**config.mk**
```make
export PLATFORM = sky130hd
export DESIGN_NAME = swc_sleep_wake_control
export DESIGN_NICKNAME = d
export VERILOG_FILES = /design/src/hdl/swc_pkg.sv /design/src/hdl/swc_sleep_wake_control.sv
export SDC_FILE = /design/constraint.sdc
export NUM_CORES = 1
export LEC_CHECK = 0
export CAP_MARGIN = 40
export CORE_MARGIN = 1
export CORE_UTILIZATION = 55
export DETAILED_ROUTE_END_ITERATION = 12
export DONT_BUFFER_PORTS = 1
export GPL_TIMING_DRIVEN = 0
export PLACE_DENSITY = 0.75
export SLEW_MARGIN = 0
export SYNTH_ARGS = -nofsm -noshare
export SYNTH_HDL_FRONTEND = slang
export SYNTH_SLANG_ARGS = --single-unit
```
**constraint.sdc**
```tcl
create_clock -name pclk -period 3 [get_ports pclk]
set_input_delay 0.3 -clock pclk [delete_from_list [all_inputs] [get_ports pclk]]
set_output_delay 0.3 -clock pclk [all_outputs]
set_load 0.05 [all_outputs]
```
**src/hdl/swc_pkg.sv**
```systemverilog
// shared constants and carrier types for the sleep and wake controller
package swc_pkg;
    // registers are word indices; byte address is four times the index
    localparam logic [7:0] SWC_IDX_FLAGS = 8'h00;
    localparam logic [7:0] SWC_IDX_STATUS = 8'h01;
    localparam logic [7:0] SWC_IDX_POWER_CTRL = 8'h87;
    localparam logic [7:0] SWC_IDX_IRQ_MASK = 8'hA8;
    localparam logic [7:0] SWC_IDX_PORT_CTRL = 8'hF8;
    localparam int SWC_ADDR_W = 12;

    // power control fields
    localparam int SWC_LIGHT_SLEEP_POS = 0;
    localparam int SWC_SOFT_SLEEP_POS = 1;
    localparam int SWC_GEN_FLAG_ZERO_POS = 2;
    localparam int SWC_GEN_FLAG_ONE_POS = 3;
    localparam int SWC_RESUME_INLINE_POS = 5;
    localparam int SWC_DEEP_SLEEP_POS = 6;
    localparam int SWC_BAUD_DOUBLE_POS = 7;
    localparam logic [7:0] SWC_POWER_CTRL_WMASK = 8'hEF;
    // irq mask fields: bits 0..5 per source, bit 7 global enable
    localparam int SWC_IRQ_GLOBAL_POS = 7;
    localparam int SWC_NUM_SRC = 6;
    // port control fields
    localparam int SWC_FLOAT_OUTPUTS_POS = 0;

    localparam logic [7:0] SWC_POWER_CTRL_RST = 8'h00;
    localparam logic [7:0] SWC_IRQ_MASK_RST = 8'h00;
    localparam logic [7:0] SWC_PORT_CTRL_RST = 8'h00;

    // source order in flag and mask registers
    localparam int SWC_SRC_EXT0 = 0;
    localparam int SWC_SRC_TMR0 = 1;
    localparam int SWC_SRC_EXT1 = 2;
    localparam int SWC_SRC_TMR1 = 3;
    localparam int SWC_SRC_SERIAL = 4;
    localparam int SWC_SRC_TMR2 = 5;
    localparam logic [5:0] SWC_SOFT_WAKE_SRCS = 6'h0F;

    // least width of a reset pin pulse
    localparam int SWC_CLK_PERIOD_NS = 40;
    localparam int SWC_RESET_MIN_NS = 1000;
    localparam int SWC_RESET_MIN_CYC =
        (SWC_RESET_MIN_NS + SWC_CLK_PERIOD_NS - 1) / SWC_CLK_PERIOD_NS;

    typedef enum logic [1:0] {
        SWC_RUN,
        SWC_IDLE,
        SWC_SOFT,
        SWC_DEEP
    } swc_mode_e;

    typedef struct packed {
        logic psel;
        logic penable;
        logic pwrite;
        logic [SWC_ADDR_W-1:0] paddr;
        logic [31:0] pwdata;
    } swc_apb_req_s;

    typedef struct packed {
        logic [31:0] prdata;
        logic pready;
        logic pslverr;
    } swc_apb_rsp_s;

    typedef struct packed {
        logic ext_irq_zero_n;
        logic ext_irq_one_n;
        logic tmr0_overflow;
        logic tmr1_overflow;
        logic serial_event;
        logic tmr2_event;
        logic tmr0_ext_clock;
        logic tmr1_ext_clock;
    } swc_irq_src_s;

    typedef struct packed {
        logic core_clk_en;
        logic osc_en;
        logic ports_float;
        logic wake_vector;
        logic wake_inline;
        logic [2:0] vector_idx;
        logic core_restart;
    } swc_core_ctl_s;
endpackage : swc_pkg

```
**src/hdl/swc_sleep_wake_control.sv**
```systemverilog
// sleep and wake controller with apb register access
//
// Notes on behaviour
// - resume-mode bit 5 of power control chooses wake
// - mode 0: enabled interrupts wake, branch vector
// - mode 1: any flag the sleep state allows wakes, mask ignored, resume inline
// - power control bit layout, bit 7 to 0
// - all six sources end idle, clock restored
// - soft sleep: externals, externally clocked timers only
// - low external pin sets flag, oscillator restarts
// - mode 0, all disabled: only reset pin wakes
// - wake enables taken from mask before sleep
// - inline wake leaves flags; software write clears
// - float bit at deep sleep entry floats ports
// - falling deep sleep input enters deep sleep
// - reset after deep sleep restarts oscillator, address 0
//
// Implementation choice: register access over APB.
`timescale 1ns/1ps
module swc_sleep_wake_control #(
    parameter int RESET_MIN_CYC = swc_pkg::SWC_RESET_MIN_CYC
) (
    input wire logic pclk, // apb clock
    input wire logic presetn, // async reset, active low
    input wire swc_pkg::swc_apb_req_s apb_req, // apb request
    output swc_pkg::swc_apb_rsp_s apb_rsp, // apb response
    input wire swc_pkg::swc_irq_src_s irq_src, // interrupt sources
    input wire logic deep_sleep_request_n, // shared timer one pin
    input wire logic reset_pin, // core reset pin, active high
    output swc_pkg::swc_core_ctl_s core_ctl // clock, oscillator, wake
);
    import swc_pkg::*;

    if (RESET_MIN_CYC < 1 || RESET_MIN_CYC > 255)
    begin : g_bad_param
        $error("RESET_MIN_CYC out of range");
    end

    typedef struct packed {
        swc_mode_e mode;
        logic [7:0] power_ctrl;
        logic [7:0] irq_mask;
        logic [7:0] port_ctrl;
        logic [5:0] flags;
        logic [7:0] mask_snap;
        logic float_q;
        logic deep_in_prev;
        logic [7:0] rst_cnt;
        logic [31:0] prdata;
        logic wake_vector;
        logic wake_inline;
        logic [2:0] vector_idx;
        logic core_restart;
    } swc_regs_s;

    localparam swc_regs_s SWC_REGS_RST = '{
        mode: SWC_RUN,
        power_ctrl: SWC_POWER_CTRL_RST,
        irq_mask: SWC_IRQ_MASK_RST,
        port_ctrl: SWC_PORT_CTRL_RST,
        flags: 6'h00,
        mask_snap: SWC_IRQ_MASK_RST,
        float_q: 1'b0,
        deep_in_prev: 1'b1,
        rst_cnt: 8'h00,
        prdata: 32'h0000_0000,
        wake_vector: 1'b0,
        wake_inline: 1'b0,
        vector_idx: 3'h0,
        core_restart: 1'b0
    };

    swc_regs_s r_q;
    swc_regs_s r_d;

    // word index from byte address; flags a misaligned or out-of-range address
    function automatic logic [8:0] word_index(input logic [SWC_ADDR_W-1:0] addr);
        logic [8:0] res;
        res = {1'b0, addr[9:2]};
        if (addr[1:0] != 2'b00 || addr[SWC_ADDR_W-1:10] != '0)
        begin
            res[8] = 1'b1;
        end
        return res;
    endfunction : word_index

    // lowest numbered set bit, used for vector selection
    function automatic logic [2:0] first_set(input logic [5:0] v);
        logic [2:0] idx;
        idx = 3'h0;
        for (int i = SWC_NUM_SRC - 1; i >= 0; i--)
        begin
            if (v[i])
            begin
                idx = 3'(i);
            end
        end
        return idx;
    endfunction : first_set

    function automatic logic is_mapped(input logic [8:0] w);
        return !w[8] && (w[7:0] == SWC_IDX_FLAGS || w[7:0] == SWC_IDX_STATUS
            || w[7:0] == SWC_IDX_POWER_CTRL || w[7:0] == SWC_IDX_IRQ_MASK
            || w[7:0] == SWC_IDX_PORT_CTRL);
    endfunction : is_mapped

    logic [8:0] widx;
    logic access;
    logic setup;
    logic [5:0] flag_set;
    logic [5:0] wake_allowed;
    logic [5:0] enabled_hits;
    logic [5:0] any_hits;
    logic sleeping;

    always_comb
    begin
        widx = word_index(apb_req.paddr);
        setup = apb_req.psel && !apb_req.penable;
        access = apb_req.psel && apb_req.penable;
        sleeping = (r_q.mode == SWC_IDLE) || (r_q.mode == SWC_SOFT);

        // hardware flag sources; external pins are level sensitive, active low
        flag_set = 6'h00;
        flag_set[SWC_SRC_EXT0] = !irq_src.ext_irq_zero_n;
        flag_set[SWC_SRC_EXT1] = !irq_src.ext_irq_one_n;
        flag_set[SWC_SRC_TMR0] = irq_src.tmr0_overflow;
        flag_set[SWC_SRC_TMR1] = irq_src.tmr1_overflow;
        flag_set[SWC_SRC_SERIAL] = irq_src.serial_event;
        flag_set[SWC_SRC_TMR2] = irq_src.tmr2_event;

        // sources that may end the present sleep state
        if (r_q.mode == SWC_SOFT)
        begin
            wake_allowed = SWC_SOFT_WAKE_SRCS;
            wake_allowed[SWC_SRC_TMR0] = irq_src.tmr0_ext_clock;
            wake_allowed[SWC_SRC_TMR1] = irq_src.tmr1_ext_clock;
        end
        else
        begin
            wake_allowed = 6'h3F;
        end
        any_hits = r_q.flags & wake_allowed;
        // mask snapshot from sleep entry; global enable gates all
        enabled_hits = any_hits & r_q.mask_snap[SWC_NUM_SRC-1:0]
            & {SWC_NUM_SRC{r_q.mask_snap[SWC_IRQ_GLOBAL_POS]}};
    end

    always_comb
    begin
        r_d = r_q;
        r_d.wake_vector = 1'b0;
        r_d.wake_inline = 1'b0;
        r_d.core_restart = 1'b0;
        r_d.deep_in_prev = deep_sleep_request_n;

        // software write to flags clears bits written with one
        if (access && apb_req.pwrite && !widx[8] && widx[7:0] == SWC_IDX_FLAGS)
        begin
            r_d.flags = r_q.flags & ~apb_req.pwdata[5:0];
        end
        // a new event outranks a clear in the same cycle
        r_d.flags = r_d.flags | flag_set;

        // register writes other than flag clears take effect only while the core runs
        if (access && apb_req.pwrite && !widx[8] && r_q.mode == SWC_RUN)
        begin
            case (widx[7:0])
                SWC_IDX_POWER_CTRL:
                begin
                    r_d.power_ctrl = (apb_req.pwdata[7:0] & SWC_POWER_CTRL_WMASK)
                        & ~(8'h01 << SWC_DEEP_SLEEP_POS);
                end
                SWC_IDX_IRQ_MASK:
                begin
                    r_d.irq_mask = apb_req.pwdata[7:0];
                end
                SWC_IDX_PORT_CTRL:
                begin
                    r_d.port_ctrl = apb_req.pwdata[7:0];
                end
                default:
                begin
                    r_d.port_ctrl = r_d.port_ctrl;
                end
            endcase
            // soft sleep outranks idle when both bits are written
            if (apb_req.pwdata[SWC_SOFT_SLEEP_POS] && widx[7:0] == SWC_IDX_POWER_CTRL)
            begin
                r_d.mode = SWC_SOFT;
                r_d.mask_snap = r_q.irq_mask;
            end
            else if (apb_req.pwdata[SWC_LIGHT_SLEEP_POS]
                && widx[7:0] == SWC_IDX_POWER_CTRL)
            begin
                r_d.mode = SWC_IDLE;
                r_d.mask_snap = r_q.irq_mask;
            end
        end

        case (r_q.mode)
            SWC_RUN:
            begin
                r_d.mode = r_d.mode;
            end
            SWC_IDLE, SWC_SOFT:
            begin
                if (r_q.power_ctrl[SWC_RESUME_INLINE_POS] && any_hits != 6'h00)
                begin
                    r_d.mode = SWC_RUN;
                    r_d.wake_inline = 1'b1;
                end
                else if (!r_q.power_ctrl[SWC_RESUME_INLINE_POS]
                    && enabled_hits != 6'h00)
                begin
                    r_d.mode = SWC_RUN;
                    r_d.wake_vector = 1'b1;
                    r_d.vector_idx = first_set(enabled_hits);
                end
                if (r_d.mode == SWC_RUN)
                begin
                    r_d.power_ctrl[SWC_LIGHT_SLEEP_POS] = 1'b0;
                    r_d.power_ctrl[SWC_SOFT_SLEEP_POS] = 1'b0;
                end
            end
            SWC_DEEP:
            begin
                r_d.mode = SWC_DEEP;
            end
            default:
            begin
                r_d.mode = SWC_RUN;
            end
        endcase

        // falling edge on the shared timer pin enters deep sleep from any state
        if (r_q.deep_in_prev && !deep_sleep_request_n && r_q.mode != SWC_DEEP)
        begin
            r_d.mode = SWC_DEEP;
            r_d.power_ctrl[SWC_DEEP_SLEEP_POS] = 1'b1;
            r_d.float_q = r_q.port_ctrl[SWC_FLOAT_OUTPUTS_POS];
            r_d.wake_vector = 1'b0;
            r_d.wake_inline = 1'b0;
        end

        // reset pin must stay high for the least pulse width before it acts
        if (reset_pin)
        begin
            if (r_q.rst_cnt < 8'(RESET_MIN_CYC))
            begin
                r_d.rst_cnt = r_q.rst_cnt + 8'h01;
            end
        end
        else
        begin
            r_d.rst_cnt = 8'h00;
        end
        if (reset_pin && r_q.rst_cnt == 8'(RESET_MIN_CYC - 1))
        begin
            // core reset: everything to defaults, restart at address zero
            r_d = SWC_REGS_RST;
            r_d.rst_cnt = 8'(RESET_MIN_CYC);
            r_d.deep_in_prev = deep_sleep_request_n;
            r_d.core_restart = 1'b1;
        end

        // read data captured in the setup phase, shown in the access phase
        if (setup && !apb_req.pwrite)
        begin
            r_d.prdata = 32'h0000_0000;
            if (!widx[8])
            begin
                case (widx[7:0])
                    SWC_IDX_FLAGS: r_d.prdata[5:0] = r_q.flags;
                    SWC_IDX_STATUS: r_d.prdata[3:0] = {r_q.float_q, sleeping, r_q.mode};
                    SWC_IDX_POWER_CTRL: r_d.prdata[7:0] = r_q.power_ctrl;
                    SWC_IDX_IRQ_MASK: r_d.prdata[7:0] = r_q.irq_mask;
                    SWC_IDX_PORT_CTRL: r_d.prdata[7:0] = r_q.port_ctrl;
                    default: r_d.prdata = 32'h0000_0000;
                endcase
            end
        end
    end

    always_ff @(posedge pclk or negedge presetn)
    begin
        if (!presetn)
        begin
            r_q <= SWC_REGS_RST;
        end
        else
        begin
            r_q <= r_d;
        end
    end

    always_comb
    begin
        apb_rsp.prdata = r_q.prdata;
        apb_rsp.pready = 1'b1;
        apb_rsp.pslverr = access && !is_mapped(widx);
        core_ctl.core_clk_en = (r_q.mode == SWC_RUN);
        core_ctl.osc_en = (r_q.mode == SWC_RUN) || (r_q.mode == SWC_IDLE);
        core_ctl.ports_float = (r_q.mode == SWC_DEEP) && r_q.float_q;
        core_ctl.wake_vector = r_q.wake_vector;
        core_ctl.wake_inline = r_q.wake_inline;
        core_ctl.vector_idx = r_q.vector_idx;
        core_ctl.core_restart = r_q.core_restart;
    end
endmodule : swc_sleep_wake_control

```
== After elaboration in Yosys (flattened, before gate mapping) ==
Cells that the tools add are included.
Cells by class
  add/sub/neg operators: 1
  equality and inequality tests: 11
  reduce and logical (&&, ||, !) cells: 57
  order comparisons: 1
  multiplexer cells: 42
  bitwise gates (word level): 6
Operators by type and width (count)
  2-to-1 mux 88 bit: 1
  2-to-1 mux 8 bit: 9
  2-to-1 mux 32 bit: 1
  2-to-1 mux 26 bit: 1
  bitwise AND 6 bit: 4
  equality test 8 bit, second input constant: 3
  2-to-1 mux 3 bit: 8
  case mux 4 bit (5 select lines): 1
  nonzero test 2 bit: 10
  2-to-1 mux 2 bit: 9
  logical AND 1 bit: 17
  2-to-1 mux 6 bit: 2
  case mux 2 bit (3 select lines): 2
  nonzero test 6 bit: 2
  AND reduction 2 bit: 5
  nonzero test 3 bit: 3
  adder 8 x 1 -> 8 bit, second input constant: 1
  equality test 8 x 1 -> 1 bit, second input constant: 1
  equality test 8 x 5 -> 1 bit, second input constant: 1
  logical NOT 1 bit: 8
  logical NOT 8 bit: 1
  < comparator 8 x 5 -> 1 bit, second input constant: 1
  case mux 2 bit (4 select lines): 1
  logical OR 1 bit: 7
  other kinds (12): 19
Word-level totals
  output and inout port bits: 43
  flip-flop bits (word level): 88
  word-level logic and storage cells: 134

== Depth between registers and ports, before layout ==
  depth after elaboration: 17
  gate-level depth with buffers: 8

== Least setup slack after synthesis ==
Ideal clock, no wire load.
  path kind: flip-flop to flip-flop
  start: register r_q[86] (netlist name)
  end: register r_q[48] (netlist name)
  stages on the path, launching flop included: 9
  setup time: 0.132 ns
  setup slack: 0.712 ns
  period minus slack after synthesis: 2.288 ns
  required time: 2.868 ns
  arrival time: 2.156 ns
  cell sequence: dfrtp_1 inv_1 ha_1 nand4_1 nor4_4 o21a_1 buf_6 mux2i_1 nor2_1
RTL lines
  from (decl): line swc_sleep_wake_control.sv:73  | swc_regs_s r_q;
  from (signal assigned): line swc_sleep_wake_control.sv:293  | r_q <= r_d;

==> results.sh <==
export IMPL_ctsRootBufferMaster="clkbuf_8"
export IMPL_start_util=0.5781
export IMPL_drtIter0Drc=284
export IMPL_pwr_density_cell_nw_per_um2=554.7
export IMPL_seq_area_frac_synth=0.4483
export IMPL_synth_area_um2=3463
export IMPL_viasPerCell=5.943
export IMPL_antenna_left=0
export IMPL_num_rows=28
export IMPL_cts_tree="yes"
export IMPL_status="finished, final reports clean"
export IMPL_core_area_um2=5991
export IMPL_die_h_um=81.36
export IMPL_layout_nets=479
export IMPL_hpwl_mm=6.126
export IMPL_ys_top_cells_by_area="dfrtp_1 (44%), buf_4 (8.5%), a21oi_1 (5.5%)"
export IMPL_num_vias=2936
export IMPL_async_flop_share=1.000
export IMPL_grt_pass1_wl_mm=13.08
export IMPL_grt_ovfl_total=0
export IMPL_die_x_um=81.36
export IMPL_path_cells="inv_1 -> ha_2 -> nand4_1 -> nor4_4 -> o21a_1 -> buf_6 -> mux2i_1 -> nor2_1"
export IMPL_drive_gt1_frac=0.1742
export IMPL_clk_latency_ns=0.34
export IMPL_synth_area_per_cell_um2=9.236
export IMPL_finalMaxSlewViolations=0
export IMPL_gp_routability_congestion=0.9252
export IMPL_cts_max_level=3
export IMPL_cts_setup_buffers=0
export IMPL_clkSinkCount=62
export IMPL_worstPathMaxFanout=9
export IMPL_ys_seq_elements=62
export IMPL_grt_antenna_before_repair=0
export IMPL_wl_met1_mm=3.424
export IMPL_wl_per_cell_um=17.04
export IMPL_met3WireLength_um=776
export IMPL_drt_total_wl_mm=8.418
export IMPL_cts_inserted_buffers=9
export IMPL_worstPathRequired_ns=3.21
export IMPL_syn2layout_area_growth_pct=13.40
export IMPL_dr_pass1_iters=5
export IMPL_worstMarginPinSlew_ns=0.8888
export IMPL_holdCritPathClass="in -> reg"
export IMPL_clk_pin_slew_worst_paths_ns=0.07
export IMPL_die_area_um2=6619
export IMPL_maxSlewHeadroom=0.4053
export IMPL_rsz0062_at_grt="false"
export IMPL_slowest_stage="nor4_4"
export IMPL_tns_ns=0
export IMPL_grt_max_degree=63
export IMPL_grt_pass1_vias=2814
export IMPL_clock_path_buffers=2
export IMPL_maxCapViolCount=0
export IMPL_setup_viol=0
export IMPL_synth_top_cell_area_share=0.4408
export IMPL_crit_type="reg -> reg"
export IMPL_io_buffers=0
export IMPL_track_usage=0.2698
export IMPL_diodes=0
export IMPL_yosysUniqueCellTypes=53
export IMPL_ios=102
export IMPL_ys_flop_type="dfrtp_1"
export IMPL_fin_crit_sh=0.8706
export IMPL_synth_edf_count=0
export IMPL_top_layer="met4"
export IMPL_slowest_delay_ns=0.53
export IMPL_fin_crit_ns=2.612
export IMPL_hold_slack_ns=0.03406
export IMPL_max_freq_mhz=382.9
export IMPL_ir_worst_vdd_v=0.0006304
export IMPL_worst_clock_skew_ns=0.01117
export IMPL_wl_met2_mm=3.958
export IMPL_synth_largest_area_cell="dfrtp_1"
export IMPL_yosys_warnings=0
export IMPL_drc=0
export IMPL_fillers=515
export IMPL_arrival_ns=2.82
export IMPL_cp_start_kind="flip-flop"
export IMPL_netlist_instances=375
export IMPL_leakage_uw=0.001772
export IMPL_finalHoldViolCount=0
export IMPL_endpoint_kind="flip-flop"
## layout by cell type (no fill, tap or decap), types with 3 or more instances in the layout
cell type,count
clkbuf_1,9
o21a_1,3
nor2_1,30
conb_1,25
nand4_1,3
nand2_1,49
a22oi_1,6
mux2_2,4
xnor2_1,3
clkbuf_8,10
mux2i_1,9
a22o_1,8
nand3_1,24
a222oi_1,3
nor3_1,7
and2_1,5
inv_1,10
a21oi_1,38
o21ai_0,6
ha_1,5
dfrtp_1,61
nor4_1,3
a211oi_1,3
a221o_1,4
nor3b_1,3
nor2b_1,4
buf_4,39
## cell families after synthesis
family | synth area share
and+or+nand+nor | 0.2085
AOI/OAI and AO/OA | 0.1597
DFF | 0.4483
buffers and inverters | 0.1131
muxes | 0.03902
adders and majority gates | 0.02168
xor gates and xnor gates | 0.007588
other | 0.002168
## cells in the mapped netlist (4+ instances only)
library cell,number
mux2_2,4
mux2i_1,9
a22oi_1,6
nor3_1,7
a221o_1,4
buf_4,39
a21oi_1,38
nor2b_1,4
dfrtp_1,61
ha_1,6
nand3_1,24
nand2_1,49
and2_1,5
clkbuf_1,7
nor2_1,31
inv_1,10
o21ai_0,6
a22o_1,8
## final cells by class
cell class	count	area [µm²]	share of cell area
sequential	62	1553	0.3953
buffer	50	350.3	0.08920
clock buffer	12	145.1	0.03695
clock inverter	4	70.07	0.01784
timing repair buffer	5	63.81	0.01625
multi-input combinational	275	1610	0.4100
tap	75	93.84	0.02389
inverter	11	41.29	0.01051
## metal layers
layer / vias up / track usage
li1: 1353 / -
met2: 161 / 0.4283
met3: 26 / 0.07865
met5: - / 0
met4: 0 / 0.1429
met1: 1396 / 0.3295
## path summary, 6_finish.rpt
path                             from         end  slack [ns]  cells after the start
max                           r_q[87]     r_q[51]        0.39                      8
min                        irq_src[6]     r_q[58]        0.03                      1
max reg2reg                   r_q[87]     r_q[51]        0.39                      8
min reg2reg                apb_rsp[7]  apb_rsp[7]        0.49                      2
max in group asynchronous     presetn     r_q[46]        2.18                      2
min in group asynchronous     presetn  apb_rsp[2]        0.51                      2
## where the power goes
part / switching, µW / total, µW / internal [µW]
logic: 326 / 479 / 154
clock network: 325 / 813 / 489
registers: 30.0 / 886 / 856
## worst max-delay path: cells and delay by family (launching register included)
kind / cells / cell delay [ns]
mux: 1 / 0.20
simple gates: 3 / 0.87
flops: 1 / 0.45
fa+ha+maj: 1 / 0.44
compound gates: 1 / 0.22
buf+inv: 2 / 0.31
## metrics by stage
step / cells / instance area [µm²] / total power, µW / util / setup WS, ns
2_1_floorplan: 398 / 3550 / 1272 / - / 0.7119
3_3_place_gp: 473 / 3643 / 1331 / 0.6082 / 0.1302
3_5_place_dp: 475 / 3660 / 1339 / 0.6109 / 0.1423
4_1_cts: 494 / 3923 / 2172 / 0.6548 / 0.1162
5_1_grt: 494 / 3928 / 2263 / 0.6556 / 0.2267
6_report: 494 / 3928 / 2179 / 0.6556 / 0.3883
## sequential cells by signal, summed over array words and instances (netlist names)
register / flops
core_ctl: 6
apb_rsp: 8
r_q: 48
## repair_timing
| item | in CTS | in global routing |
|---|---|---|
| hold endpoints to repair | 63 | 0 |
| endpoints found under the setup margin | 0 | 18 |
| hold buffers | 3 | 0 |
| gates resized for setup | 0 | 2 |
No activity file was read; power rests on OpenSTA's default activity.
